`config.mk`:
```
export PLATFORM = sky130hd
export DESIGN_NAME = hijx_ctrl
export DESIGN_NICKNAME = d
export VERILOG_FILES = /design/src/hw/hijx_pkg.sv /design/src/hw/hijx_ctrl.sv /design/src/hw/hijx_decode.sv
export SDC_FILE = /design/constraint.sdc
export NUM_CORES = 1
export LEC_CHECK = 0
export BUFFER_PORTS_ARGS = -buffer_cell sky130_fd_sc_hd__buf_4
export CORE_ASPECT_RATIO = 0.7
export CORE_UTILIZATION = 30
export CTS_BUF_LIST = sky130_fd_sc_hd__clkbuf_8
export CTS_CLUSTER_SIZE = 30
export DETAILED_ROUTE_END_ITERATION = 8
export GPL_TIMING_DRIVEN = 1
export PLACE_DENSITY = 0.54
export SLEW_MARGIN = 0
export SYNTH_ARGS = -nofsm -noshare
export SYNTH_HDL_FRONTEND = slang
export SYNTH_SLANG_ARGS = --single-unit
```
`constraint.sdc`:
```
create_clock -name clk_sys -period 2.4 [get_ports clk_sys]
set_clock_uncertainty 0.05 [all_clocks]
set_input_delay 0 -clock clk_sys [delete_from_list [all_inputs] [get_ports clk_sys]]
set_output_delay 0 -clock clk_sys [all_outputs]
set_load 0.03 [all_outputs]
```
`src/hw/hijx_pkg.sv`:
```
package hijx_pkg;

    // ---------------------------------------------------------------
    // Register offsets (byte addresses)
    // ---------------------------------------------------------------
    localparam logic [7:0] OFS_JAM_INSTR = 8'h00;
    localparam logic [7:0] OFS_JAM_CONFIG_WORD = 8'h04;
    localparam logic [7:0] OFS_JAM_DATA0 = 8'h08;
    localparam logic [7:0] OFS_JAM_DATA1 = 8'h0C;
    localparam logic [7:0] OFS_EXT_DEBUG_STATUS_1 = 8'h10;
    localparam logic [7:0] OFS_EXT_DEBUG_SYNDROME = 8'h14;

    // ---------------------------------------------------------------
    // Field positions and reset values
    // ---------------------------------------------------------------
    localparam int CFG_DEBUG_SPACE_SELECT = 0;
    localparam int STS_BUSY = 0;
    localparam int STS_JAM_EXCEPTION_FLAG = 1;
    localparam int STS_ACCESS_ERROR = 2;
    localparam int STS_UNSUPPORTED = 3;
    localparam int STS_VECTOR_LSB = 4;
    localparam int STS_COUNT_LSB = 12;
    localparam logic [31:0] RST_WORD = 32'h0000_0000;
    localparam logic [5:0] VEC_DATA_TLB_MISS = 6'h0D;
    localparam logic [9:0] SPR_NEXT_INSTR_ADDRESS = 10'h22F;

    localparam logic [1:0] RESP_OKAY = 2'h0;
    localparam logic [1:0] RESP_SLVERR = 2'h2;

    // ---------------------------------------------------------------
    // Instruction encodings
    // ---------------------------------------------------------------
    localparam logic [5:0] OP_LWZ = 6'h20, OP_STW = 6'h24, OP_STB = 6'h26, OP_LBZ = 6'h22;
    localparam logic [5:0] OP_LHZ = 6'h28, OP_LHA = 6'h2A, OP_STH = 6'h2C, OP_LFS = 6'h30;
    localparam logic [5:0] OP_LFD = 6'h32, OP_STFS = 6'h34, OP_STFD = 6'h36;
    localparam logic [5:0] OP_EXT31 = 6'h1F, OP_EXT63 = 6'h3F;
    localparam logic [9:0] XO_DFLUSH = 10'h056, XO_DINVAL = 10'h1D6, XO_DLOCKCLR = 10'h186;
    localparam logic [9:0] XO_DSTORE = 10'h036, XO_DTOUCHLOCK = 10'h0A6, XO_DTOUCHSTLOCK = 10'h086;
    localparam logic [9:0] XO_DZERO = 10'h3F6, XO_IINVAL = 10'h3D6, XO_ILOCKCLR = 10'h0E6;
    localparam logic [9:0] XO_ITOUCHLOCK = 10'h1E6, XO_LDHALF_REV = 10'h316, XO_LDWORD_REV = 10'h216;
    localparam logic [9:0] XO_STHALF_REV = 10'h396, XO_STWORD_REV = 10'h296;
    localparam logic [9:0] XO_FROM_COND = 10'h013, XO_FROM_MSTATE = 10'h053, XO_FROM_PERF = 10'h14E;
    localparam logic [9:0] XO_FROM_SPECIAL = 10'h153, XO_TO_COND = 10'h090, XO_TO_MSTATE = 10'h092;
    localparam logic [9:0] XO_TO_PERF = 10'h1CE, XO_TO_SPECIAL = 10'h1D3, XO_BARRIER = 10'h256;
    localparam logic [9:0] XO_TLB_READ = 10'h3B2, XO_TLB_SEARCH = 10'h392, XO_TLB_WRITE = 10'h3D2;
    localparam logic [9:0] XO_WAIT = 10'h03E;
    localparam logic [9:0] XO_FROM_FSTAT = 10'h247, XO_TO_FSTAT = 10'h2C7, XO_TO_FSTAT_IMM = 10'h086;

    typedef enum logic [1:0] {
        HIJX_IDLE = 2'b00,
        HIJX_ISSUE = 2'b01,
        HIJX_WAIT = 2'b10
    } hijx_state_t;

endpackage

```
`src/hw/hijx_ctrl.sv`:
```
// Operation
// - An all-zero config word runs the jammed instruction like normal execution.
// - Data and instruction cache block operations are accepted for injection.
// - Moves to/from CR, FP status, MACHINE_STATE_REG, PERF_MONITOR_REG, SPECIAL_PURPOSE_REG, TLB ops and wait accepted only with an all-zero config word.
// - Barrier accepted only with level field zero.
// - Next-address SPECIAL_PURPOSE_REG moves only while halted, else illegal instruction.
// - Injected instructions may change any architected register.
// - An injected exception never redirects the next instruction address.
// - Problem-state bit reads as zero during injection.
// - All loads and stores get read and write permission during injection.
// - Debug mode bit acts cleared during injection; no debug events.
// - Injected exception leaves save/restore, MACHINE_STATE_REG, syndrome, DATA_EXCEPTION_ADDRESS, MMU, DEBUG_STATUS_REG unchanged.
// - Machine check syndrome and address still update on injected exception.
// - Injected exception records its vector offset number in status register.
// - Injected exception records the would-be syndrome in external syndrome register.
// - Injected access lacking translation raises data TLB miss, recorded likewise.
// - Asynchronous interrupts stay disabled while halted.
// - Debug space select routes loads and stores through the jam data registers.
// - Injected exception sets exception flag and zeroes completed count.
//
// Design decisions made here: the address map and the AXI4-Lite slave port.
`timescale 1ns/1ps
`default_nettype none
module hijx_ctrl (
    input wire logic clk_sys,
    input wire logic rst_b,
    input wire logic [7:0] s_axi_awaddr,
    input wire logic s_axi_awvalid,
    output logic s_axi_awready,
    input wire logic [31:0] s_axi_wdata,
    input wire logic [3:0] s_axi_wstrb,
    input wire logic s_axi_wvalid,
    output logic s_axi_wready,
    output logic [1:0] s_axi_bresp,
    output logic s_axi_bvalid,
    input wire logic s_axi_bready,
    input wire logic [7:0] s_axi_araddr,
    input wire logic s_axi_arvalid,
    output logic s_axi_arready,
    output logic [31:0] s_axi_rdata,
    output logic [1:0] s_axi_rresp,
    output logic s_axi_rvalid,
    input wire logic s_axi_rready,
    input wire logic core_halted,
    input wire logic [31:0] core_instr,
    output logic core_nia_illegal,
    output logic jam_valid,
    output logic [31:0] jam_instr,
    output logic [31:0] jam_cfg,
    input wire logic jam_ack,
    input wire logic jam_done,
    input wire logic jam_exc,
    input wire logic [5:0] jam_exc_vector,
    input wire logic [31:0] jam_exc_syndrome,
    input wire logic jam_tlb_miss,
    output logic [63:0] jam_ld_data,
    input wire logic jam_st_valid,
    input wire logic jam_st_double,
    input wire logic [63:0] jam_st_data,
    output logic debug_space_select,
    output logic jam_normal_exec,
    output logic force_priv,
    output logic grant_rw,
    input wire logic idm_in,
    output logic eff_idm,
    output logic arch_save_inhibit,
    output logic nia_hold,
    output logic async_irq_enable
);
    import hijx_pkg::*;

    // ---------------------------------------------------------------
    // Decode of jammed and pipeline instructions
    // ---------------------------------------------------------------
    logic jam_sup;
    logic jam_uses_cfg;
    logic core_nia_move;

    hijx_decode u_dec_jam (
        .instr(s_axi_wdata),
        .supported(jam_sup),
        .uses_config(jam_uses_cfg),
        .is_nia_move()
    );

    hijx_decode u_dec_core (
        .instr(core_instr),
        .supported(),
        .uses_config(),
        .is_nia_move(core_nia_move)
    );

    function automatic logic [31:0] merge_bytes(input logic [31:0] old, input logic [31:0] nw,
                                               input logic [3:0] strb);
        logic [31:0] r;
        r = old;
        for (int i = 0; i < 4; i++) begin
            if (strb[i]) begin
                r[i*8 +: 8] = nw[i*8 +: 8];
            end
        end
        return r;
    endfunction

    // ---------------------------------------------------------------
    // AXI4-Lite channel state
    // ---------------------------------------------------------------
    logic aw_full_q, aw_full_d, w_full_q, w_full_d;
    logic [7:0] awaddr_q, awaddr_d, araddr_reg;
    logic [31:0] wdata_q, wdata_d;
    logic [3:0] wstrb_q, wstrb_d;
    logic bvalid_q, bvalid_d, rvalid_q, rvalid_d;
    logic [1:0] bresp_q, bresp_d, rresp_q, rresp_d;
    logic [31:0] rdata_q, rdata_d;
    logic wr_fire;

    // ---------------------------------------------------------------
    // Jam state
    // ---------------------------------------------------------------
    hijx_state_t state_q, state_d;
    logic [31:0] instr_q, instr_d, cfg_q, cfg_d, data0_q, data0_d, data1_q, data1_d, synd_q, synd_d;
    logic exc_flag_q, exc_flag_d, acc_err_q, acc_err_d, unsup_q, unsup_d;
    logic [5:0] vec_q, vec_d;
    logic [3:0] completed_instr_count_q, completed_instr_count_d;
    logic busy;
    logic fault;
    logic [31:0] status_word;

    assign busy = (state_q != HIJX_IDLE);
    assign fault = (state_q == HIJX_WAIT) && (jam_exc || jam_tlb_miss);
    assign wr_fire = aw_full_q && w_full_q && !bvalid_q;
    assign araddr_reg = s_axi_araddr;

    always_comb begin
        status_word = RST_WORD;
        status_word[STS_BUSY] = busy;
        status_word[STS_JAM_EXCEPTION_FLAG] = exc_flag_q;
        status_word[STS_ACCESS_ERROR] = acc_err_q;
        status_word[STS_UNSUPPORTED] = unsup_q;
        status_word[STS_VECTOR_LSB +: 6] = vec_q;
        status_word[STS_COUNT_LSB +: 4] = completed_instr_count_q;
    end

    always_comb begin
        aw_full_d = aw_full_q;
        w_full_d = w_full_q;
        awaddr_d = awaddr_q;
        wdata_d = wdata_q;
        wstrb_d = wstrb_q;
        bvalid_d = bvalid_q;
        bresp_d = bresp_q;
        rvalid_d = rvalid_q;
        rresp_d = rresp_q;
        rdata_d = rdata_q;
        if (s_axi_awvalid && s_axi_awready) begin
            aw_full_d = 1'b1;
            awaddr_d = s_axi_awaddr;
        end
        if (s_axi_wvalid && s_axi_wready) begin
            w_full_d = 1'b1;
            wdata_d = s_axi_wdata;
            wstrb_d = s_axi_wstrb;
        end
        if (wr_fire) begin
            aw_full_d = 1'b0;
            w_full_d = 1'b0;
            bvalid_d = 1'b1;
            bresp_d = RESP_OKAY;
            case (awaddr_q)
                OFS_JAM_INSTR: begin
                    if (busy || !core_halted) begin
                        bresp_d = RESP_SLVERR;
                    end
                end
                OFS_JAM_CONFIG_WORD, OFS_JAM_DATA0, OFS_JAM_DATA1, OFS_EXT_DEBUG_STATUS_1,
                OFS_EXT_DEBUG_SYNDROME: begin
                    bresp_d = RESP_OKAY;
                end
                default: begin
                    bresp_d = RESP_SLVERR;
                end
            endcase
        end else if (bvalid_q && s_axi_bready) begin
            bvalid_d = 1'b0;
        end
        if (s_axi_arvalid && s_axi_arready) begin
            rvalid_d = 1'b1;
            rresp_d = RESP_OKAY;
            case (araddr_reg)
                OFS_JAM_INSTR: rdata_d = instr_q;
                OFS_JAM_CONFIG_WORD: rdata_d = cfg_q;
                OFS_JAM_DATA0: rdata_d = data0_q;
                OFS_JAM_DATA1: rdata_d = data1_q;
                OFS_EXT_DEBUG_STATUS_1: rdata_d = status_word;
                OFS_EXT_DEBUG_SYNDROME: rdata_d = synd_q;
                default: begin
                    rdata_d = RST_WORD;
                    rresp_d = RESP_SLVERR;
                end
            endcase
        end else if (rvalid_q && s_axi_rready) begin
            rvalid_d = 1'b0;
        end
    end

    always_ff @(posedge clk_sys or negedge rst_b) begin
        if (!rst_b) begin
            aw_full_q <= 1'b0;
            w_full_q <= 1'b0;
            awaddr_q <= 8'h00;
            wdata_q <= RST_WORD;
            wstrb_q <= 4'h0;
            bvalid_q <= 1'b0;
            bresp_q <= RESP_OKAY;
            rvalid_q <= 1'b0;
            rresp_q <= RESP_OKAY;
            rdata_q <= RST_WORD;
        end else begin
            aw_full_q <= aw_full_d;
            w_full_q <= w_full_d;
            awaddr_q <= awaddr_d;
            wdata_q <= wdata_d;
            wstrb_q <= wstrb_d;
            bvalid_q <= bvalid_d;
            bresp_q <= bresp_d;
            rvalid_q <= rvalid_d;
            rresp_q <= rresp_d;
            rdata_q <= rdata_d;
        end
    end

    assign s_axi_awready = !aw_full_q;
    assign s_axi_wready = !w_full_q;
    assign s_axi_bvalid = bvalid_q;
    assign s_axi_bresp = bresp_q;
    assign s_axi_arready = !rvalid_q;
    assign s_axi_rvalid = rvalid_q;
    assign s_axi_rresp = rresp_q;
    assign s_axi_rdata = rdata_q;

    // ---------------------------------------------------------------
    // Jam sequencing and debug registers
    // ---------------------------------------------------------------
    // Decoder looks at the live write bus, so sample its verdict when the data beat lands
    logic sup_q, sup_d;

    always_comb begin
        state_d = state_q;
        instr_d = instr_q;
        cfg_d = cfg_q;
        data0_d = data0_q;
        data1_d = data1_q;
        synd_d = synd_q;
        exc_flag_d = exc_flag_q;
        acc_err_d = acc_err_q;
        unsup_d = unsup_q;
        vec_d = vec_q;
        completed_instr_count_d = completed_instr_count_q;
        sup_d = sup_q;
        if (s_axi_wvalid && s_axi_wready) begin
            sup_d = jam_sup && (jam_uses_cfg || cfg_q == RST_WORD);
        end
        if (wr_fire) begin
            case (awaddr_q)
                OFS_JAM_INSTR: begin
                    if (!busy && core_halted) begin
                        instr_d = merge_bytes(instr_q, wdata_q, wstrb_q);
                        state_d = HIJX_ISSUE;
                        exc_flag_d = 1'b0;
                        unsup_d = !sup_q;
                    end
                end
                OFS_JAM_CONFIG_WORD: begin
                    if (!busy) begin
                        cfg_d = merge_bytes(cfg_q, wdata_q, wstrb_q);
                    end
                end
                OFS_JAM_DATA0: data0_d = merge_bytes(data0_q, wdata_q, wstrb_q);
                OFS_JAM_DATA1: data1_d = merge_bytes(data1_q, wdata_q, wstrb_q);
                OFS_EXT_DEBUG_STATUS_1: begin
                    if (wstrb_q[0] && wdata_q[STS_ACCESS_ERROR]) begin
                        acc_err_d = 1'b0;
                    end
                end
                default: begin
                    acc_err_d = acc_err_q;
                end
            endcase
            if (awaddr_q == OFS_JAM_INSTR && (busy || !core_halted)) begin
                acc_err_d = 1'b1;
            end
        end
        // Core store into debug space overrides a simultaneous bus write
        if (jam_st_valid && busy && cfg_q[CFG_DEBUG_SPACE_SELECT]) begin
            data1_d = jam_st_data[31:0];
            if (jam_st_double) begin
                data0_d = jam_st_data[63:32];
            end
        end
        case (state_q)
            HIJX_IDLE: begin
            end
            HIJX_ISSUE: begin
                if (jam_ack) begin
                    state_d = HIJX_WAIT;
                end
            end
            HIJX_WAIT: begin
                if (fault) begin
                    state_d = HIJX_IDLE;
                    exc_flag_d = 1'b1;
                    completed_instr_count_d = 4'h0;
                    acc_err_d = 1'b1;
                    vec_d = jam_tlb_miss ? VEC_DATA_TLB_MISS : jam_exc_vector;
                    synd_d = jam_exc_syndrome;
                end else if (jam_done) begin
                    state_d = HIJX_IDLE;
                end
            end
            default: begin
                state_d = HIJX_IDLE;
            end
        endcase
    end

    always_ff @(posedge clk_sys or negedge rst_b) begin
        if (!rst_b) begin
            state_q <= HIJX_IDLE;
            instr_q <= RST_WORD;
            cfg_q <= RST_WORD;
            data0_q <= RST_WORD;
            data1_q <= RST_WORD;
            synd_q <= RST_WORD;
            exc_flag_q <= 1'b0;
            acc_err_q <= 1'b0;
            unsup_q <= 1'b0;
            vec_q <= 6'h00;
            completed_instr_count_q <= 4'h0;
            sup_q <= 1'b0;
        end else begin
            state_q <= state_d;
            instr_q <= instr_d;
            cfg_q <= cfg_d;
            data0_q <= data0_d;
            data1_q <= data1_d;
            synd_q <= synd_d;
            exc_flag_q <= exc_flag_d;
            acc_err_q <= acc_err_d;
            unsup_q <= unsup_d;
            vec_q <= vec_d;
            completed_instr_count_q <= completed_instr_count_d;
            sup_q <= sup_d;
        end
    end

    // ---------------------------------------------------------------
    // Core-facing overrides
    // ---------------------------------------------------------------
    assign jam_valid = (state_q == HIJX_ISSUE);
    assign jam_instr = instr_q;
    assign jam_cfg = cfg_q;
    assign jam_normal_exec = (cfg_q == RST_WORD);
    assign jam_ld_data = {data0_q, data1_q};
    assign debug_space_select = cfg_q[CFG_DEBUG_SPACE_SELECT];
    assign force_priv = busy;
    assign grant_rw = busy;
    assign eff_idm = idm_in && !busy;
    // Machine check syndrome/address are outside this inhibit and keep updating
    assign arch_save_inhibit = busy;
    assign nia_hold = busy;
    assign async_irq_enable = !core_halted;
    assign core_nia_illegal = core_nia_move && !core_halted;
endmodule
`default_nettype wire

```
`src/hw/hijx_decode.sv`:
```
`timescale 1ns/1ps
`default_nettype none
module hijx_decode (
    input wire logic [31:0] instr,
    output logic supported,
    output logic uses_config,
    output logic is_nia_move
);
    import hijx_pkg::*;

    logic [5:0] op;
    logic [9:0] xo;
    logic [9:0] spr_num;

    assign op = instr[31:26];
    assign xo = instr[10:1];
    assign spr_num = {instr[15:11], instr[20:16]};

    always_comb begin
        supported = 1'b0;
        uses_config = 1'b0;
        is_nia_move = 1'b0;
        case (op)
            OP_LBZ, OP_LFD, OP_LFS, OP_LHA, OP_LHZ, OP_LWZ, OP_STB, OP_STFD, OP_STFS, OP_STH, OP_STW: begin
                supported = 1'b1;
                uses_config = 1'b1;
            end
            OP_EXT31: begin
                case (xo)
                    XO_DFLUSH, XO_DINVAL, XO_DLOCKCLR, XO_DSTORE, XO_DTOUCHLOCK, XO_DTOUCHSTLOCK, XO_DZERO,
                    XO_IINVAL, XO_ILOCKCLR, XO_ITOUCHLOCK: begin
                        supported = 1'b1;
                        uses_config = 1'b1;
                    end
                    XO_LDHALF_REV, XO_LDWORD_REV, XO_STHALF_REV, XO_STWORD_REV: begin
                        supported = 1'b1;
                        uses_config = 1'b1;
                    end
                    XO_FROM_COND, XO_FROM_MSTATE, XO_FROM_PERF, XO_TO_COND, XO_TO_MSTATE, XO_TO_PERF,
                    XO_TLB_READ, XO_TLB_SEARCH, XO_TLB_WRITE, XO_WAIT: begin
                        supported = 1'b1;
                    end
                    XO_FROM_SPECIAL, XO_TO_SPECIAL: begin
                        supported = 1'b1;
                        is_nia_move = (spr_num == SPR_NEXT_INSTR_ADDRESS);
                    end
                    XO_BARRIER: begin
                        supported = (instr[22:21] == 2'h0);
                    end
                    default: begin
                        supported = 1'b0;
                    end
                endcase
            end
            OP_EXT63: begin
                supported = (xo == XO_FROM_FSTAT) || (xo == XO_TO_FSTAT) || (xo == XO_TO_FSTAT_IMM);
            end
            default: begin
                supported = 1'b0;
            end
        endcase
    end

endmodule
`default_nettype wire

```
==> flow_metrics.py <==
metrics = {
    "outcome": {
        "outcome": "complete, no violations",
    },
    "critical_path": {
        "worstPathArrival_ns": 2.27,
        "slowest_delay_ns": 0.50,
        "worstReg2RegEnd": "jam_cfg[16]",
        "cp_max_fo": 4,
        "slowest_stage": "dfrtp_1",
        "endpoint_kind": "output port",
        "path_class": "reg2out",
        "r2r_start": "s_axi_bvalid",
        "rrSetupSlack_ns": 0.11,
        "cp_data_required_time_ns": 2.35,
        "crit_path_start_kind": "register",
        "crit_chain": "nor4_4 -> nand2_1 -> nor4_4 -> buf_4 -> buf_4",
        "r2r_cells": 6,
    },
    "logic_synthesis": {
        "synth_most_common_cell": "dfrtp_1",
        "synth_ff_type": "dfrtp_1",
        "syn_area_sq_um": 11600,
        "synth-async-reset-ratio": 1.00,
        "syn_avg_cell_area_sq_um": 11.6,
        "synthCells": 1004,
        "yosys.area.top_type": "dfrtp_1",
        "synth-edff-count": 0,
        "yosysWarningCount": 0,
        "yosysSeqAreaShare": 0.546,
        "netlist.area_leader.share": 0.546,
        "ys_top_cells_by_count": "dfrtp_1 (254), mux2_2 (138), a21oi_1 (90)",
        "synth_area_leaders": "dfrtp_1 (55%), mux2_2 (13%), mux2i_1 (7.4%), a21oi_1 (3.9%), nor2_1 (2.6%)",
        "synth.distinct_cells": 54,
        "ys_seq_elements": 254,
    },
    "global_routing": {
        "grt_overflow": 0,
        "grt_max_degree": 69,
        "first_global_vias": 10700,
        "antenna_found_initial": 4,
        "grt_pass1_wl_microns": 68900,
        "grtUsageTotal": 0.232,
    },
    "floorplan": {
        "num_rows": 59,
        "dieArea_sq_um": 39600,
        "fp.dieW_microns": 237,
        "die_h_microns": 167,
        "start_util": 0.309,
        "coreArea_sq_um": 37600,
        "ios": 380,
    },
    "power_and_ir_drop": {
        "pwr-share-clk": 0.301,
        "peakVddDrop_mv": 1.13,
        "total_power_mw": 14.7,
        "pwr-share-seq": 0.420,
        "power.leakage_nw": 8.72,
        "pwr_density_cell_nw_per_um2": 814,
        "p_int_mw": 9.60,
        "pwr-share-comb": 0.279,
        "sw_frac_of_total": 0.346,
        "switchingPower_mw": 5.08,
    },
    "timing": {
        "worst_pin_slew_ns": 0.823,
        "hold_viol_final": 0,
        "fmax_mhz": 431,
        "rsz0062_at_grt": "yes",
        "relSlewSlack": 0.449,
        "period_needed_ns": 2.32,
        "setup_viol": 0,
        "min_period_over_period": 0.967,
        "finalMaxSlewViolations": 0,
    },
    "clock_network": {
        "cts_root_buf": "clkbuf_8",
        "cts_buffers": 45,
        "cts.path.max_buffers": 3,
        "clock_latency_ns": 0.59,
        "htreeDepth": 2,
        "numClockSinks": 254,
        "cts_tree": "yes",
        "path_clk_slew_ns": 0.06,
    },
    "placed_design": {
        "gp_congestion": 0.826,
        "place_hpwl_microns": 33500,
        "place_area_sq_um": 15300,
        "dp.cells": 1855,
        "io_buffers": 370,
    },
    "drt": {
        "drt_pass1_iterations": 6,
        "viasPerCell": 5.04,
        "wire_per_inst_microns": 22.0,
        "ant_nets": 0,
        "post-route-drc-count": 0,
        "first_iter_violations": 832,
        "routed_wl_microns": 46400,
        "vias": 10600,
    },
    "finish": {
        "fin_nets": 1781,
        "fillerInstances": 3542,
        "finalInstanceArea_sq_um": 18000,
        "fin_cells": 2107,
        "utilization": 0.479,
        "area_growth_pct": 54.9,
        "drive_gt1_frac": 0.410,
    },
    "job": {
        "drv_cap": 0,
    },
    "hold_path": {
        "hold_start": "s_axi_araddr[2]",
        "hp-class": "in2reg",
        "whs_path_depth": 5,
        "min_to": "s_axi_rdata[9]",
    },
}
-- flip-flops by register name, summed over array words and instances, names as in the netlist, 8 cells and up --
| signal | cells |
|---|---|
| jam_instr | 32 |
| synd_q | 32 |
| jam_cfg | 32 |
| data1_q | 32 |
| data0_q | 32 |
| s_axi_rdata | 32 |
| awaddr_q | 8 |
| wdata_q | 32 |
-- routing by layer --
| layer | vias up | track usage | wire length (microns) |
|---|---|---|---|
| met5 | - | 0 | 0 |
| met4 | 0 | 0.0738 | 1200 |
| met3 | 84 | 0.0424 | 2750 |
| met2 | 425 | 0.351 | 20700 |
| met1 | 5287 | 0.334 | 21800 |
| li1 | 4833 | - | - |
-- power groups by stage --
stage	registers [mW]	clock network, mW	logic, mW
2_1_floorplan	6.43	0	1.55
3_3_place_gp	6.21	0	3.76
3_5_place_dp	6.22	0	3.81
4_1_cts	6.15	4.50	4.10
5_1_grt	6.30	4.70	4.34
6_report	6.17	4.41	4.10
-- stage by stage --
step / TNS [ns] / setup WS (ns) / hold slack [ns]
3_5_place_dp: 0 / 0.0899 / -0.0406
4_1_cts: 0 / 0.00279 / 0.0344
3_3_place_gp: 0 / 0.0741 / -0.0458
2_1_floorplan: 0 / 0.0124 / -0.346
6_report: 0 / 0.0788 / 0.0624
5_1_grt: -0.0271 / -0.0271 / 0.0736
-- cells by family (layout without fill, tap and decap cells) --
group	after synthesis	count (layout)	synth area share
mux	225	225	0.208
simple gates	228	228	0.0994
compound gates	227	227	0.120
other cells	1	5	0.000322
flops	254	254	0.546
buf+inv	69	680	0.0252
-- how the worst max path moves through the flow --
stage                                 end       startpoint  slack, ns
after floorplan               data0_q[31]     s_axi_bvalid       0.01
after global placement    s_axi_rdata[12]  s_axi_araddr[5]       0.07
after detailed placement  s_axi_rdata[21]  s_axi_araddr[5]       0.09
after CTS                 jam_normal_exec      jam_cfg[31]      0.003
after global routing      jam_normal_exec      jam_cfg[31]      -0.03
final                     jam_normal_exec      jam_cfg[14]       0.08
-- what timing repair did --
| item | in CTS | in global routing |
|---|---|---|
| gates resized for setup | 3 | 3 |
| endpoints found under the hold margin | 418 | 0 |
| hold buffers | 166 | 0 |
| setup endpoints to repair | 1 | 8 |
| pin swaps | 0 | 0 |
| buffers inserted | 0 | 0 |
-- cell type report --
cell class	count	area, sq um	share of cell area
Clock buffer	65	895	0.0496
Multi-Input combinational cell	682	5070	0.281
Timing Repair Buffer	586	4940	0.274
Sequential cell	254	6360	0.353
Tap cell	488	611	0.0339
Clock inverter	18	105	0.00583
Inverter	11	41.3	0.00229
Antenna cell	3	7.51	0.000417
-- worst max-delay path: cells and delay by family (launching register included) --
kind | cells | cell delay (ns)
buffers and inverters | 2 | 0.36
DFF | 1 | 0.50
and+or+nand+nor | 3 | 0.86
-- layout by cell type, fill, tap and decap left out, types with 4 or more instances in the layout --
master and instances:
o21ai_0 42, a21o_1 20, dfrtp_1 253, nand2_1 56, nand2_2 14, a222oi_1 10, clkbuf_8 65, a21oi_1 90
buf_4 409, nor2_1 79, nand3b_1 5, nor4_1 10, nand3_1 4, dlygate4sd3_1 166, mux2i_1 86, buf_12 9
a31oi_1 11, nor2b_1 9, mux2_2 138, inv_1 23, nor3_1 8, nand4b_1 7, nand2b_1 5, a22oi_1 29
nor4b_1 5
(Power assumes the default switching activity.)
